===== config.mk =====
export PLATFORM = sky130hd
export DESIGN_NAME = reset_sequencer_with_sources
export DESIGN_NICKNAME = d
export VERILOG_FILES = /design/src/rtl/rst_seq_pkg.sv /design/src/rtl/reset_sequencer_with_sources.sv
export SDC_FILE = /design/constraint.sdc
export NUM_CORES = 1
export LEC_CHECK = 0
export BUFFER_PORTS_ARGS = -buffer_cell sky130_fd_sc_hd__buf_2
export CORE_MARGIN = 2
export CORE_UTILIZATION = 53
export DETAILED_ROUTE_END_ITERATION = 7
export GPL_TIMING_DRIVEN = 0
export PLACE_DENSITY = 0.9
export SYNTH_ARGS = -nofsm -noshare
export SYNTH_HDL_FRONTEND = slang
export SYNTH_SLANG_ARGS = --single-unit

===== constraint.sdc =====
create_clock -name clk -period 2.84 [get_ports clk]
set_clock_uncertainty 0.15 [all_clocks]
set_input_delay 0.568 -clock clk [delete_from_list [all_inputs] [get_ports clk]]
set_output_delay 0.568 -clock clk [all_outputs]
set_load 0.01 [all_outputs]

===== src/rtl/rst_seq_pkg.sv =====
// Constants, types and register map for the reset sequencer.
package rst_seq_pkg;

    // Register indices; the byte address is four times the index.
    localparam logic [7:0] IDX_CAUSE   = 8'h00;
    localparam logic [7:0] IDX_CONTROL = 8'h01;
    localparam logic [7:0] IDX_CONFIG  = 8'h02;
    localparam logic [7:0] IDX_STATE   = 8'h03;
    localparam logic [7:0] IDX_UNLOCK  = 8'h04;

    // Cause flag bit positions.
    localparam int BIT_POWER_ON = 0;
    localparam int BIT_PIN      = 1;
    localparam int BIT_BROWNOUT = 2;
    localparam int BIT_WATCHDOG = 3;
    localparam int BIT_DEBUG    = 4;
    localparam int BIT_SW       = 5;
    localparam int BIT_SW_TRIG  = 0;

    // Reset values.
    localparam logic [7:0] CAUSE_RESET = 8'h01;
    localparam logic [7:0] CONFIG_RESET = 8'h00;

    // Startup delay codes, low-power clock counts and the system clock count.
    localparam logic [1:0] DLY_64K  = 2'h0;
    localparam logic [1:0] DLY_4K   = 2'h1;
    localparam logic [1:0] DLY_RSVD = 2'h2;
    localparam logic [1:0] DLY_NONE = 2'h3;
    localparam logic [16:0] LP_CYCLES_64K = 17'h10000;
    localparam logic [16:0] LP_CYCLES_4K  = 17'h01000;
    localparam logic [4:0]  SYS_CYCLES    = 5'h18;

    // Brownout mode codes.
    localparam logic [1:0] BRN_RSVD     = 2'h0;
    localparam logic [1:0] BRN_SAMPLED  = 2'h1;
    localparam logic [1:0] BRN_ENABLED  = 2'h2;
    localparam logic [1:0] BRN_DISABLED = 2'h3;
    localparam logic [2:0] BRN_LEVEL_LOWEST = 3'h7;

    // Timed unlock: key value and window length in cycles.
    localparam logic [7:0] UNLOCK_KEY    = 8'hd8;
    localparam logic [2:0] UNLOCK_CYCLES = 3'h4;

    // Oscillator startup and calibration load times in cycles.
    localparam logic [3:0] OSC_START_CYCLES = 4'h8;
    localparam logic [3:0] CAL_LOAD_CYCLES  = 4'h2;

    // Sequencer states.
    typedef enum logic [2:0] {
        ST_HOLD,
        ST_LP_DELAY,
        ST_SYS_DELAY,
        ST_OSC_START,
        ST_CAL_LOAD,
        ST_RUN
    } seq_state_t;

    // Fuse settings presented to the block.
    typedef struct packed {
        logic [1:0] startup_delay_sel;
        logic [2:0] brownout_level_sel;
        logic [1:0] brownout_active_mode_sel;
        logic [1:0] brownout_sleep_mode_sel;
    } fuse_set_t;

    // Raw reset sources, all from outside the clock domain.
    typedef struct packed {
        logic power_on_detect;
        logic pin_low;
        logic brownout_below;
        logic watchdog_timeout;
        logic debug_reset;
    } reset_src_t;

endpackage


===== src/rtl/reset_sequencer_with_sources.sv =====
// Reset controller: source collection, release sequence and cause flags.
// Behaviour
// - Any request resets at once and holds.
// - After release: counter, oscillator start, calibration.
// - New request restarts the sequence from the top.
// - Delay on low-power clock plus 24 clocks.
// - Code selects 64K, 4K, reserved, none.
// - Reset selects the 2MHz oscillator clock.
// - Start oscillator then load calibration row.
// - Power-on detect acts as reset request.
// - Disabled brownout forced on in erase/debug.
// - Brownout resets at once, releases via counter.
// - Level code 111 lowest, 000 highest.
// - Level change ignored while programming mode.
// - Sampled mode powers detector per edge.
// - Sampled detection switches to continuous mode.
// - Active setting in active/idle, else sleep.
// - Mode codes: reserved, sampled, enabled, disabled.
// - Filtered low pin holds a reset request.
// - Watchdog request lasts one to two cycles.
// - Software reset issued within two clocks.
// - No instruction runs before software reset.
// - Sticky cause flags cleared by power-on or one.
// - Power-on flag clears only by writing one.
// - Trigger bit self-clears when reset issued.
// - Trigger write needs timed unlock first.
//
// Chosen here: the address map and the APB interface to the registers.
`timescale 1ns/1ps
`default_nettype none

module reset_sequencer_with_sources
    import rst_seq_pkg::*;
#(
    parameter int PIN_FILTER_CYCLES = 4
) (
    input  wire logic        clk,
    input  wire logic        nrst,
    input  wire logic        psel,
    input  wire logic        penable,
    input  wire logic        pwrite,
    input  wire logic [7:0]  paddr,
    input  wire logic [31:0] pwdata,
    output logic      [31:0] prdata,
    output logic             pready,
    output logic             pslverr,
    input  wire reset_src_t  src_raw,
    input  wire fuse_set_t   fuses,
    input  wire logic        low_power_osc,
    input  wire logic        sleep_deep,
    input  wire logic        prog_mode,
    input  wire logic        chip_erase,
    input  wire logic        debug_enabled,
    input  wire logic        osc_ready,
    output logic             system_reset_n,
    output logic             cpu_halt,
    output logic             osc_2m_select,
    output logic             osc_2m_enable,
    output logic             cal_load,
    output logic             brownout_power,
    output logic [2:0]       brownout_level
);

    // Reset release through two flops.
    logic rst_meta_q;
    logic rst_sync_q;
    always_ff @(posedge clk or negedge nrst) begin
        if (!nrst) begin
            rst_meta_q <= 1'b0;
            rst_sync_q <= 1'b0;
        end else begin
            rst_meta_q <= 1'b1;
            rst_sync_q <= rst_meta_q;
        end
    end

    // Two-flop synchronisers for the reset sources and the low-power clock.
    logic [5:0] in_meta_q;
    logic [5:0] in_sync_q;
    always_ff @(posedge clk or negedge rst_sync_q) begin
        if (!rst_sync_q) begin
            in_meta_q <= 6'h00;
            in_sync_q <= 6'h00;
        end else begin
            in_meta_q <= {low_power_osc, src_raw};
            in_sync_q <= in_meta_q;
        end
    end
    logic por_s;
    logic pin_s;
    logic brn_s;
    logic wd_s;
    logic dbg_s;
    logic lp_s;
    assign {lp_s, por_s, pin_s, brn_s, wd_s, dbg_s} = in_sync_q;

    // Low-power clock rising edge detect, taken after the synchroniser.
    logic lp_prev_q;
    always_ff @(posedge clk or negedge rst_sync_q) begin
        if (!rst_sync_q) begin
            lp_prev_q <= 1'b0;
        end else begin
            lp_prev_q <= lp_s;
        end
    end
    logic lp_edge;
    assign lp_edge = lp_s & ~lp_prev_q;

    // Pin must stay low longer than the minimum pulse before it counts.
    logic [7:0] pin_cnt_q;
    logic       pin_req_q;
    always_ff @(posedge clk or negedge rst_sync_q) begin
        if (!rst_sync_q) begin
            pin_cnt_q <= 8'h00;
            pin_req_q <= 1'b0;
        end else if (!pin_s) begin
            pin_cnt_q <= 8'h00;
            pin_req_q <= 1'b0;
        end else if (pin_cnt_q >= 8'(PIN_FILTER_CYCLES)) begin
            pin_req_q <= 1'b1;
        end else begin
            pin_cnt_q <= pin_cnt_q + 8'h01;
        end
    end

    // Brownout mode picks active or sleep setting; disabled is overridden.
    function automatic logic [1:0] brn_mode(input fuse_set_t f,
                                            input logic deep,
                                            input logic force_on);
        logic [1:0] m;
        m = deep ? f.brownout_sleep_mode_sel
                 : f.brownout_active_mode_sel;
        if (force_on) begin
            m = BRN_ENABLED;
        end
        return m;
    endfunction

    logic       brn_force;
    logic [1:0] brn_mode_cur;
    assign brn_force = (chip_erase | debug_enabled) &
        (brn_mode(fuses, sleep_deep, 1'b0) == BRN_DISABLED);
    assign brn_mode_cur = brn_mode(fuses, sleep_deep, brn_force);

    // Level latched outside programming mode; forced lowest when overridden.
    logic [2:0] level_q;
    always_ff @(posedge clk or negedge rst_sync_q) begin
        if (!rst_sync_q) begin
            level_q <= BRN_LEVEL_LOWEST;
        end else if (brn_force) begin
            level_q <= BRN_LEVEL_LOWEST;
        end else if (!prog_mode) begin
            level_q <= fuses.brownout_level_sel;
        end
    end

    // Brownout detector: sampled mode powers up per edge, latches on trip.
    logic brn_cont_q;
    logic brn_pwr_q;
    logic brn_req_q;
    always_ff @(posedge clk or negedge rst_sync_q) begin
        if (!rst_sync_q) begin
            brn_cont_q <= 1'b0;
            brn_pwr_q  <= 1'b0;
            brn_req_q  <= 1'b0;
        end else begin
            unique case (brn_mode_cur)
                BRN_ENABLED: begin
                    brn_pwr_q <= 1'b1;
                    brn_req_q <= brn_s;
                end
                BRN_SAMPLED: begin
                    brn_pwr_q <= lp_edge | brn_cont_q;
                    if (brn_cont_q) begin
                        brn_req_q  <= brn_s;
                        brn_cont_q <= brn_s;
                    end else if (lp_edge && brn_s) begin
                        brn_req_q  <= 1'b1;
                        brn_cont_q <= 1'b1;
                    end
                end
                default: begin
                    brn_pwr_q  <= 1'b0;
                    brn_req_q  <= 1'b0;
                    brn_cont_q <= 1'b0;
                end
            endcase
        end
    end

    // Watchdog pulse stretched by one cycle into the request.
    logic [1:0] wd_hold_q;
    always_ff @(posedge clk or negedge rst_sync_q) begin
        if (!rst_sync_q) begin
            wd_hold_q <= 2'h0;
        end else if (wd_s) begin
            wd_hold_q <= 2'h2;
        end else if (wd_hold_q != 2'h0) begin
            wd_hold_q <= wd_hold_q - 2'h1;
        end
    end

    // APB decode, shared by write and read paths.
    logic       wr_en;
    logic       known;
    assign wr_en = psel & penable & pwrite;
    assign known = (paddr[1:0] == 2'h0) && (paddr[7:2] <= IDX_UNLOCK[5:0]);

    function automatic logic hit(input logic [7:0] a, input logic [7:0] idx);
        return a == {idx[5:0], 2'h0};
    endfunction

    // Timed unlock window opened by writing the key.
    logic [2:0] unlock_q;
    always_ff @(posedge clk or negedge rst_sync_q) begin
        if (!rst_sync_q) begin
            unlock_q <= 3'h0;
        end else if (wr_en && hit(paddr, IDX_UNLOCK) &&
                     pwdata[7:0] == UNLOCK_KEY) begin
            unlock_q <= UNLOCK_CYCLES;
        end else if (unlock_q != 3'h0) begin
            unlock_q <= unlock_q - 3'h1;
        end
    end

    // Software trigger, one-cycle issue then held off by the reset itself.
    logic sw_trig_q;
    logic sw_req_q;
    always_ff @(posedge clk or negedge rst_sync_q) begin
        if (!rst_sync_q) begin
            sw_trig_q <= 1'b0;
            sw_req_q  <= 1'b0;
        end else begin
            sw_req_q <= sw_trig_q;
            if (sw_trig_q) begin
                sw_trig_q <= 1'b0;
            end else if (wr_en && hit(paddr, IDX_CONTROL) &&
                         unlock_q != 3'h0) begin
                sw_trig_q <= pwdata[BIT_SW_TRIG];
            end
        end
    end

    // Combined request; debug only from the programmer source, not the pin path.
    logic any_req;
    assign any_req = por_s | pin_req_q | brn_req_q | (wd_hold_q != 2'h0)
                   | dbg_s | sw_req_q;

    // Startup delay setting, written by software, steers the counter.
    logic [1:0] dly_q;
    always_ff @(posedge clk or negedge rst_sync_q) begin
        if (!rst_sync_q) begin
            dly_q <= CONFIG_RESET[1:0];
        end else if (!por_s && wr_en && hit(paddr, IDX_CONFIG)) begin
            dly_q <= pwdata[1:0];
        end
    end

    function automatic logic [16:0] lp_target(input logic [1:0] code);
        unique case (code)
            DLY_64K:  return LP_CYCLES_64K;
            DLY_4K:   return LP_CYCLES_4K;
            DLY_RSVD: return LP_CYCLES_64K;
            default:  return 17'h00000;
        endcase
    endfunction

    // Release sequencer.
    seq_state_t state_q;
    logic [16:0] cnt_q;
    always_ff @(posedge clk or negedge rst_sync_q) begin
        if (!rst_sync_q) begin
            state_q <= ST_HOLD;
            cnt_q   <= 17'h00000;
        end else if (any_req) begin
            state_q <= ST_HOLD;
            cnt_q   <= 17'h00000;
        end else begin
            unique case (state_q)
                ST_HOLD: begin
                    state_q <= (lp_target(dly_q) == 17'h00000)
                             ? ST_SYS_DELAY : ST_LP_DELAY;
                    cnt_q   <= 17'h00000;
                end
                ST_LP_DELAY: begin
                    if (cnt_q == lp_target(dly_q)) begin
                        state_q <= ST_SYS_DELAY;
                        cnt_q   <= 17'h00000;
                    end else if (lp_edge) begin
                        cnt_q <= cnt_q + 17'h00001;
                    end
                end
                ST_SYS_DELAY: begin
                    if (cnt_q == 17'(SYS_CYCLES - 5'h01)) begin
                        state_q <= ST_OSC_START;
                        cnt_q   <= 17'h00000;
                    end else begin
                        cnt_q <= cnt_q + 17'h00001;
                    end
                end
                ST_OSC_START: begin
                    if (osc_ready &&
                        cnt_q >= 17'(OSC_START_CYCLES)) begin
                        state_q <= ST_CAL_LOAD;
                        cnt_q   <= 17'h00000;
                    end else begin
                        cnt_q <= cnt_q + 17'h00001;
                    end
                end
                ST_CAL_LOAD: begin
                    if (cnt_q == 17'(CAL_LOAD_CYCLES)) begin
                        state_q <= ST_RUN;
                    end else begin
                        cnt_q <= cnt_q + 17'h00001;
                    end
                end
                ST_RUN: begin
                    cnt_q <= 17'h00000;
                end
            endcase
        end
    end

    // Registered outputs toward the rest of the chip.
    always_ff @(posedge clk or negedge rst_sync_q) begin
        if (!rst_sync_q) begin
            system_reset_n <= 1'b0;
            cpu_halt       <= 1'b1;
            osc_2m_select  <= 1'b1;
            osc_2m_enable  <= 1'b0;
            cal_load       <= 1'b0;
            brownout_power <= 1'b0;
            brownout_level <= BRN_LEVEL_LOWEST;
        end else begin
            system_reset_n <= ~any_req && state_q == ST_RUN;
            cpu_halt       <= any_req || sw_trig_q ||
                              state_q != ST_RUN;
            osc_2m_select  <= 1'b1;
            osc_2m_enable  <= ~any_req && (state_q == ST_OSC_START ||
                              state_q == ST_CAL_LOAD ||
                              state_q == ST_RUN);
            cal_load       <= ~any_req && state_q == ST_CAL_LOAD;
            brownout_power <= brn_pwr_q;
            brownout_level <= level_q;
        end
    end

    // Sticky cause flags; set beats a same-cycle write-one clear.
    logic [7:0] cause_q;
    logic [7:0] set_v;
    logic [7:0] clr_v;
    always_comb begin
        set_v = 8'h00;
        set_v[BIT_POWER_ON] = por_s;
        set_v[BIT_PIN]      = pin_req_q;
        set_v[BIT_BROWNOUT] = brn_req_q;
        set_v[BIT_WATCHDOG] = wd_hold_q != 2'h0;
        set_v[BIT_DEBUG]    = dbg_s;
        set_v[BIT_SW]       = sw_req_q;
        clr_v = (wr_en && hit(paddr, IDX_CAUSE)) ? pwdata[7:0] : 8'h00;
    end
    always_ff @(posedge clk or negedge rst_sync_q) begin
        if (!rst_sync_q) begin
            cause_q <= CAUSE_RESET;
        end else if (por_s) begin
            cause_q <= CAUSE_RESET;
        end else begin
            cause_q <= ((cause_q & ~clr_v) | set_v) & 8'h3f;
        end
    end

    // APB answer: zero wait states, error on unmapped or misaligned.
    always_ff @(posedge clk or negedge rst_sync_q) begin
        if (!rst_sync_q) begin
            prdata  <= 32'h00000000;
            pready  <= 1'b0;
            pslverr <= 1'b0;
        end else begin
            pready  <= psel & ~penable;
            pslverr <= psel & ~penable & ~known;
            prdata  <= 32'h00000000;
            if (psel && !penable && !pwrite) begin
                if (hit(paddr, IDX_CAUSE)) begin
                    prdata <= {24'h000000, cause_q};
                end else if (hit(paddr, IDX_CONTROL)) begin
                    prdata <= {31'h00000000, sw_trig_q};
                end else if (hit(paddr, IDX_CONFIG)) begin
                    prdata <= {30'h00000000, dly_q};
                end else if (hit(paddr, IDX_STATE)) begin
                    prdata <= {24'h000000, level_q, brn_mode_cur,
                               state_q};
                end
            end
        end
    end

endmodule

`default_nettype wire


==> impl_results.md, run 1 <==
- Status: complete, no violations
- GR Layer Usage met2: roughly a third
- CP Launch Point: cnt_q[6]
- Fillcell total: between 500 and 600
- Final core utilization: about two thirds
- Iter 0 DRT Violations: around 250
- Fmax: ~380 MHz
- Vias post-DR: 3111
- CP max FO: 10
- CTS Sinks: slightly above 80
- Worst stage delay on the critical path: 510 ps
- Top delay family on crit path: simple AND/OR/NAND/NOR gates
- Final setup fails: 0
- WP buf/inv: 1
- Slew margin rel.: 44.29%
- Nets: between 500 and 600
- EDFF count, synth: 0
- Clock root cell: clkbuf_8
- Share of cells above drive strength 1: 28.04%
- Placed Area: 0.004523 mm²
- Critical-path top delay cell: or4_4
- Core Area: about 0.0073 mm²
- Vias in the first global route: approximately 3.1k
- Yosys top cell by area: dfrtp_1
- Gr ovfl total: 0
- Yosys warnings: 0
- Max Cap Violations: 0
- WP data arrival: approximately 2800 ps
- Area of the die: just over 0.008 mm²
- Seq/Total Area, Yosys: between 50% and 60%
- Pleak: 2.230 nW
- CP required: approximately 3000 ps
- Synth top area cells: dfrtp_1 (47%), dfstp_2 (5.3%), buf_4 (4.9%)
- Mapped Area: around 0.004 mm²
- CTS Buf Count: 9
- Critical path class: reg -> reg
- DP Worst Slack: 134.6 ps
- Gpl congestion: just over 0.9
- Global route hottest layer: met2
- Setup_tns: 0 ps
- Synth top cells by count: dfrtp_1 (75), nor2_1 (31), nand2_1 (27)
- Clock Latency Late Sink: around 360 ps
- Most frequent CP cell: o31ai_4
- Final ANT Viol Nets: 0
- Finished Layout Cells: 584
- RSZ-0062 raised after global routing: false
- Fin crit period: 2622 ps
- All-layer global routing usage: 20.02%
- Final period utilization: 92.33%
- Met3 Usage GRT: 3.589%
- Avg Cell Area, Syn: 10.41 µm²
- Die Span Y: between 90 and 100 µm
- Clock transition at the registers of the reported paths: about 90 ps
- Initial antenna violation count: 0
- Final setup margin: about 220 ps
- Starting density of the core: ~55%
- First-pass iteration count of the detailed router: 5
- P&R area growth vs syn: 18.65%
- Count of final hold-check violations: 0
- Met1 usage: between 20% and 30%
- Post-Layout Inst Area: between 0.004 and 0.005 mm²
- Asr flop ratio synth: 100.0%
- Die width: ~91 µm
- Power Dens Cells: approximately 520 mW/mm²
- Final antenna diode count: 0
- Routed length per placed instance: between 10 and 15 µm
- Std-Cell Rows: 31
- Max Buffers Root-to-Sink: 2
- H-tree depth: 3
- IO Pins: roughly 110
- DPL Wire Length: about 5700 µm
- Top-count cell post-synth: dfrtp_1
- Worst-Margin Slew: slightly above 800 ps
- # port buffers: 56
- CTS tree: yes
- Prevailing post-synth register cell: dfrtp_1
- Global-route wire length before repair: 13460 µm
- Pin count of the biggest net entering global routing: 65
- Avg Vias per Cell: between 5 and 6
- Gate count after technology mapping: roughly 380
- Synth top area share: a little under half
- Worst r2r src: cnt_q[6]
- Synth unique cells: 54
- Footprint of the multi-input gates: about 0.0017 mm²
- Tightest Hold Check Type: reg -> async
- Placed Cells incl. Taps: 564
- Register area: between 0.002 and 0.0025 mm²
- DRT Wirelength: about 7900 µm
- #FFs+latches synth: 83
- Critical Path Start Type: flip-flop
- DRC viols: 0
- Crit path capture type: flip-flop
- Slew Limit Fails: 0
- Max IR drop VDD: around 0.31 mV
- CP Cell Sequence: nor4_2 -> nand3b_2 -> o31ai_4 -> o31ai_4 -> buf_6 -> or4_4 -> a21oi_2
## repair_timing
action	4_1_cts	5_1_grt
endpoints found under the hold margin	2	0
hold buffers	1	0
setup endpoints to repair	0	17
setup buffers	0	3
resized for setup	0	2
## area by class of cell
| cell class | instances | share of cell area, % |
|---|---|---|
| Sequential cell | 83 | 44.08 |
| Clock inverter | 7 | 1.082 |
| Clock buffer | 9 | 2.611 |
| Inverter | 19 | 1.504 |
| Timing Repair Buffer | 61 | 7.175 |
| Tap cell | 99 | 2.611 |
| Multi-Input combinational cell | 270 | 35.77 |
| Buffer | 36 | 5.170 |
## report_power, final
part | switching [mW] | internal (mW)
clock | 0.428 | 0.321
sequential | 0.0483 | 1.27
combinational | 0.221 | 0.187
total | 0.698 | 1.78
## worst reg2reg max path, delay by kind of cell, from the launching register on
family	cells	cell delay [ps]
AOI/OAI and AO/OA	3	660
buffers and inverters	1	180
DFF	1	420
and+or+nand+nor	3	1140
## routing by layer
metal | wire length [µm] | share of wire [%]
met1 | 3281 | 41
met2 | 3983 | 50
met3 | 485 | 6.1
met4 | 180 | 2.3
met5 | 0 | 0
## sequential cells by signal (all words and copies together), names as in the netlist, 2 cells and up
| register | count |
|---|---|
| in_meta_q | 6 |
| dly_q | 2 |
| prdata | 8 |
| cnt_q | 17 |
| pin_cnt_q | 8 |
| in_sync_q | 6 |
| cause_q | 6 |
| level_q | 3 |
| unlock_q | 3 |
| state_q | 3 |
| wd_hold_q | 2 |
| brownout_level | 3 |
## layout by cell type, fill, tap and decap left out, types with 5 or more instances in the layout
master    count
or4_1        12
nor3_1        7
o31ai_1      13
a21oi_1      26
buf_4        29
dfstp_2       8
nand2_1      27
nand3_1      13
nor2b_1       8
o21ai_0       5
dfrtp_1      74
nor2_1       31
and2_1        9
inv_1        19
clkbuf_1      5
ha_1         10
mux2i_1       7
conb_1       26
buf_2        60
nand2b_1      8
clkbuf_8      9
## cells by family (layout without fill, tap and decap cells)
kind of cell               Yosys count  in the layout  synth area share [%]
and+or+nand+nor                    148            148                 20.91
DFF                                 83             83                 52.21
AOI/OAI and AO/OA                   70             70                 11.33
buffers and inverters               55            132                 7.919
muxes                               12             12                 3.443
adders and majority gates           10             10                 3.130
xor gates and xnor gates             4              4                0.8765
other                                2             26                0.1879
## per-stage QoR
step                power (mW)  hold slack (ps)
detailed placement       1.744            54.73
floorplan                1.622            122.4
CTS                      2.494            59.62
finish                   2.477            43.86
global placement         1.697            181.6
global route             2.614            79.37
## worst paths after layout
check,endpoint,cells after the start,slack (ps)
max in group asynchronous,cpu_halt,1,1880
worst min register to register,brownout_power,0,40
worst max register to register,cnt_q[15],7,220
min in group clk,in_meta_q[1],1,170
worst max-delay path,cnt_q[15],7,220
worst min-delay path,brownout_power,0,40
(Power assumes the default switching activity.)
==> inputs of run 2 (changes only) <==
Settings changed: CORE_MARGIN 2 to 5.
==> run 2 against run 1 <==
Net effect:
- combinational power is 3% lower
- via count down 0.96%
- critical endpoint is now cnt_q[4]
- critical path type unchanged
- sequential share of layout area is essentially flat
- register-to-register slack worse by 30 ps
- largest cell class unchanged
==> impl_results.md, run 2 (synthesis gave the netlist of run 1 again) <==
- Commonest non-fill, non-tap cell in the layout: dfrtp_1 (unchanged)
- Area of the die: 0.009380 mm² (was 0.008254 mm²)
- Highest metal used: met4 (unchanged)
- Gr ovfl total: 0 (unchanged)
- Pleak: 2.234 nW (was 2.230 nW)
- Die width: 96.85 µm (was 90.85 µm)
- Clock root cell: clkbuf_8 (unchanged)
- WP data arrival: 2790 ps (was 2760 ps)
- Core Area: 0.007292 mm² (unchanged)
- Biggest registers after layout: cnt_q (17), pin_cnt_q (8), prdata (8) (unchanged)
- Power Dens Cells: 544.7 mW/mm² (was 522.2 mW/mm²)
- DRC viols: 0 (unchanged)
- Fmax: 376.8 MHz (was 381.4 MHz)
- Slew margin rel.: 30.56% (was 44.29%)
- DRT Wirelength: 8241 µm (was 7931 µm)
- CP max FO: 10 (unchanged)
- H-tree depth: 3 (unchanged)
- Global-route wire length before repair: 14080 µm (was 13460 µm)
- Std-Cell Rows: 31 (unchanged)
- Setup bufs post-CTS: 0 (unchanged)
- Vias in the first global route: 3079 (was 3099)
- Final period utilization: 93.45% (was 92.33%)
- Count of final hold-check violations: 0 (unchanged)
- # port buffers: 56 (unchanged)
- CTS Buf Count: 9 (unchanged)
- Gpl congestion: 0.9026 (was 0.9166)
- IO Pins: 108 (unchanged)
- Fillcell total: 567 (was 575)
- Max IR drop VDD: 0.3040 mV (was 0.3143 mV)
- Crit path capture type: flip-flop (unchanged)
- Max Buffers Root-to-Sink: 2 (unchanged)
- Vias post-DR: 3081 (was 3111)
- Final ANT Viol Nets: 0 (unchanged)
- Tightest Hold Check Type: reg -> async (unchanged)
- First-pass iteration count of the detailed router: 4 (was 5)
- Commonest non-fill, non-tap cells in the layout: dfrtp_1 (74), buf_2 (60), nor2_1 (31), nand2_1 (27) (was dfrtp_1 (74), buf_2 (60), nor2_1 (31), buf_4 (29), nand2_1 (27))
- Final antenna diode count: 0 (unchanged)
- Initial antenna violation count: 0 (unchanged)
- Met2 Wirelength: 4032 µm (was 3983 µm)
- Pin count of the biggest net entering global routing: 64 (was 65)
- RSZ-0062 raised after global routing: false (unchanged)
- Clock Latency Late Sink: 360 ps (about the same)
- Share of cells above drive strength 1: 27.59% (was 28.04%)
- Fin crit period: 2654 ps (was 2622 ps)
- All-layer global routing usage: 18.02% (was 20.02%)
- Final setup fails: 0 (unchanged)
- Status: complete, no violations (unchanged)
- Avg Vias per Cell: 5.303 (was 5.327)
- Routed length on met3: 508 µm (was 485 µm)
- CTS tree: yes (unchanged)
- Nets: 552 (was 555)
- Routed length per placed instance: 14.18 µm (was 13.58 µm)
- Post-Route M1 WL: 3396 µm (was 3281 µm)
- Max Cap Violations: 0 (unchanged)
- Critical Path Start Type: flip-flop (unchanged)
- Die Span Y: 96.85 µm (was 90.85 µm)
- CTS Sinks: 83 (unchanged)
- WHS: 57.16 ps (was 43.86 ps)
- Worst-Margin Slew: 1032 ps (was 828.0 ps)
- Final Power: 2.586 mW (was 2.477 mW)
- Slew Limit Fails: 0 (unchanged)
- Reg with most FFs: cnt_q (unchanged)
- Critical path class: reg -> reg (unchanged)
- CP required: 2970 ps (about the same)
- Iter 0 DRT Violations: 178 (was 249)
- Starting density of the core: 54.82% (unchanged)
- P&R area growth vs syn: 18.75% (was 18.65%)
- Max reg flops: 17 (unchanged)
- DPL Wire Length: 6102 µm (was 5671 µm)
- Clock transition at the registers of the reported paths: 90 ps (about the same)
run 2: where the power goes:
part,switching [mW],total [mW],internal (mW),leakage [nW]
clock,0.430,0.869,0.439,0.103
combinational,0.214,0.397,0.183,1.06
sequential,0.0497,1.32,1.27,1.07
total,0.693,2.59,1.89,2.23
run 2: layer usage:
layer	up-vias	global-route usage (%)
met5	-	0
met4	0	9.287
met3	31	5.683
met2	117	29.56
met1	1451	21.18
li1	1482	-
run 2: area by class of cell:
cell class,instances,area [µm²],share of cell area [%]
Sequential cell,83,2091,44.04
Timing Repair Buffer,58,317.8,6.695
Tap cell,99,123.9,2.609
Multi-Input combinational cell,270,1688,35.56
Clock inverter,6,72.57,1.529
Inverter,19,71.32,1.502
Clock buffer,10,137.6,2.899
Buffer,36,245.2,5.166
run 2: per-stage QoR:
stage                     cell area (µm²)  std cells  TNS, ps  setup WS [ps]  utilization, %
final                                4747        581        0          186.0           65.10
after global routing                 4747        581        0          3.053           65.10
after CTS                            4743        581        0          177.7           65.05
after detailed placement             4523        564        0          207.0           62.03
after global placement               4492        563   -42660         -588.6           61.60
after floorplan                      4088        408        0          221.1               -
run 2: worst paths after layout:
check	start	end	slack [ps]	cells after the start
setup / recovery	in_sync_q[4]	cnt_q[4]	190	9
hold / removal	rst_sync_q	brownout_power	60	0
setup reg to reg	in_sync_q[4]	cnt_q[4]	190	9
hold reg to reg	rst_sync_q	brownout_power	60	0
max in group asynchronous	rst_sync_q	cpu_halt	1860	1
min in group clk	low_power_osc	in_meta_q[5]	160	1
run 2: worst max-delay path, stage by stage (launching register included):
cell	delay (ps)
dfrtp_1	380
buf_2	170
nor4_2	180
nand3b_1	270
or4_1	620
o31ai_2	180
buf_6	220
buf_4	180
o21ai_1	80
a21oi_1	140
run 2: repair_timing:
action,CTS,global route
hold buffers,1,0
endpoints found under the setup margin,0,10
endpoints found under the hold margin,2,0
resized for setup,0,1
==> inputs of run 3 (changes only) <==
Settings changed: MAX_ROUTING_LAYER set to met4.
==> run 3 against run 2 <==
Net effect:
- core utilization up 0.22 points
- via count about the same
- register-to-register slack worse by 40 ps
- sequential share of layout area down 0.15 points
- sequential cell count unchanged
- combinational power about the same
- setup slack worse by 39 ps
- power up 2.2%
- maximum frequency down 1.4%
- count of clock-buffer cells in the layout unchanged
- highest routed layer unchanged
==> impl_results.md, run 3 (synthesis gave the netlist of run 1 again) <==
- Post-Layout Inst Area: 0.004763 mm² (was 0.004747 mm²)
- Switching Fraction: 26.13% (was 26.81%)
- Final setup margin: 147.0 ps (was 186.0 ps)
- Max reg flops: 17 (unchanged)
- Gpl congestion: 0.9102 (was 0.9026)
- Starting density of the core: 54.82% (unchanged)
- H-tree depth: 3 (unchanged)
- Initial antenna violation count: 0 (unchanged)
- Reg2Reg Setup Slack: 150 ps (was 190 ps)
- Clock Latency Late Sink: 350 ps (was 360 ps)
- CTS Buf Count: 9 (unchanged)
- Final ANT Viol Nets: 0 (unchanged)
- Met1 usage: 21.16% (was 21.18%)
- First-pass iteration count of the detailed router: 4 (unchanged)
- CP max FO: 10 (unchanged)
- Clock transition at the registers of the reported paths: 80 ps (was 90 ps)
- Die Span Y: 96.85 µm (unchanged)
- Reg with most FFs: cnt_q (unchanged)
- Gr ovfl total: 0 (unchanged)
- Max Buffers Root-to-Sink: 2 (unchanged)
- DPL Wire Length: 6013 µm (was 6102 µm)
- Vias in the first global route: 3164 (was 3079)
- Power Dens Cells: 555.0 mW/mm² (was 544.7 mW/mm²)
- Internal cell power: 1.953 mW (was 1.892 mW)
- CP Cell Sequence: buf_2 -> nor4_2 -> nand3b_1 -> or4_1 -> o31ai_2 -> buf_6 -> buf_4 -> o21ai_1 -> a21oi_1 (unchanged)
- Biggest registers after layout: cnt_q (17), pin_cnt_q (8), prdata (8) (unchanged)
- DRC viols: 0 (unchanged)
- IO Pins: 108 (unchanged)
- Setup bufs post-CTS: 0 (unchanged)
- R2R depth: 9 (unchanged)
- Critical path class: reg -> reg (unchanged)
- Fin crit period: 2693 ps (was 2654 ps)
- Final core utilization: 65.32% (was 65.10%)
- Slew margin rel.: 41.46% (was 30.56%)
- Tightest Hold Check Type: reg -> async (unchanged)
- Worst-Margin Slew: 870.2 ps (was 1032 ps)
- CTS Sinks: 83 (unchanged)
- Met3 Usage GRT: 5.180% (was 5.683%)
- Status: complete, no violations (unchanged)
- Pin count of the biggest net entering global routing: 63 (was 64)
- Fillcell total: 571 (was 567)
- Sequential power share: 49.9% (was 51.1%)
- Clock share of power: 35.1% (was 33.6%)
- P&R area growth vs syn: 19.15% (was 18.75%)
- Slew Limit Fails: 0 (unchanged)
- Global route hottest layer: met2 (unchanged)
- Placed Area: 0.004523 mm² (unchanged)
- CP required: 2960 ps (was 2970 ps)
- Pleak: 2.243 nW (was 2.234 nW)
- Commonest non-fill, non-tap cells in the layout: dfrtp_1 (74), buf_2 (60), nor2_1 (31), nand2_1 (27) (unchanged)
- Die width: 96.85 µm (unchanged)
- Clock root cell: clkbuf_8 (unchanged)
- Final antenna diode count: 0 (unchanged)
- Fmax: 371.3 MHz (was 376.8 MHz)
- GR Layer Usage met2: 29.99% (was 29.56%)
- DP Worst Slack: 196.0 ps (was 207.0 ps)
- Final setup fails: 0 (unchanged)
- CP Launch Point: in_sync_q[4] (unchanged)
- Gate power share: 15.0% (was 15.3%)
- Crit path capture type: flip-flop (unchanged)
- Avg Vias per Cell: 5.308 (was 5.303)
- WP data arrival: 2820 ps (was 2790 ps)
- Area of the die: 0.009380 mm² (unchanged)
- RSZ-0062 raised after global routing: false (unchanged)
- Share of cells above drive strength 1: 27.39% (was 27.59%)
- Nets: 552 (unchanged)
- Worst r2r src: in_sync_q[4] (unchanged)
- All-layer global routing usage: 18.58% (was 18.02%)
- Vias post-DR: 3084 (was 3081)
- Reg2reg end: cnt_q[4] (unchanged)
- DRT Wirelength: 8203 µm (was 8241 µm)
- Core Area: 0.007292 mm² (unchanged)
- Global-route wire length before repair: 14110 µm (was 14080 µm)
- Final period utilization: 94.82% (was 93.45%)
- Std-Cell Rows: 31 (unchanged)
- Critical-path top delay cell: or4_1 (unchanged)
- Count of final hold-check violations: 0 (unchanged)
- CTS tree: yes (unchanged)
- Worst stage delay on the critical path: 630 ps (was 620 ps)
- Commonest non-fill, non-tap cell in the layout: dfrtp_1 (unchanged)
- Max IR drop VDD: 0.3012 mV (was 0.3040 mV)
- Critical Path Start Type: flip-flop (unchanged)
- Max Cap Violations: 0 (unchanged)
- NetSw: 0.6906 mW (was 0.6933 mW)
- # port buffers: 56 (unchanged)
- Routed length per placed instance: 14.12 µm (was 14.18 µm)
- Iter 0 DRT Violations: 211 (was 178)
==> run 3: changes by cell type in the layout (fill, tap and decap cells not counted), sizes merged <==
cell / before / now
inv: 21 / 20
bufinv: 1 / 2
==> run 3: how the worst max path moves through the flow <==
stage	to	slack, ps	cells past startpoint
floorplan	brn_cont_q	220	0
global placement	prdata[7]	-580	0
detailed placement	cnt_q[4]	200	9
CTS	cnt_q[4]	150	9
global route	cnt_q[4]	4	9
finish	cnt_q[4]	150	9
==> run 3: power groups by stage <==
| stage | combinational, mW | sequential [mW] | clock, mW |
|---|---|---|---|
| after floorplan | 0.275 | 1.35 | 0 |
| after global placement | 0.345 | 1.35 | 0 |
| after detailed placement | 0.397 | 1.34 | 0 |
| after CTS | 0.403 | 1.32 | 0.946 |
| after global routing | 0.456 | 1.33 | 0.998 |
| final | 0.397 | 1.32 | 0.927 |
==> run 3: repair_timing <==
| action | in CTS | in global routing |
|---|---|---|
| endpoints found under the setup margin | 0 | 12 |
| hold buffers | 1 | 0 |
| endpoints found under the hold margin | 2 | 0 |
| resized for setup | 0 | 2 |
==> run 3: area by class of cell <==
type	count	area (µm²)	share of cell area, %
inverter	19	71.32	1.497
tap	99	123.9	2.600
timing repair buffer	58	317.8	6.672
clock buffer	10	127.6	2.679
sequential	83	2091	43.89
buffer	36	245.2	5.148
clock inverter	6	90.09	1.891
multi-input combinational	270	1697	35.62
==> run 3: layer usage <==
layer  wire [µm]  part of all wire (%)  up-vias
met5           0                     0        -
met4         216                   2.6        0
met3         609                   7.4       20
met2        4072                    50      129
met1        3304                    40     1457
li1            -                     -     1478
==> run 3: per-stage QoR <==
stage          power (mW)  cells  hold WS [ps]  TNS, ps
6_report            2.644    581         48.31        0
5_1_grt             2.785    581         74.75        0
4_1_cts             2.671    581         56.01        0
3_5_place_dp        1.742    564         63.93        0
3_3_place_gp        1.698    563         182.0   -41720
2_1_floorplan       1.622    408         122.4        0
==> run 3: critical path, delay by kind of cell (launching register included) <==
family	cells	cell delay (ps)
AND/OR/NAND/NOR	3	1080
AO/OA/AOI/OAI	3	400
flip-flops	1	380
buffers and inverters	3	580
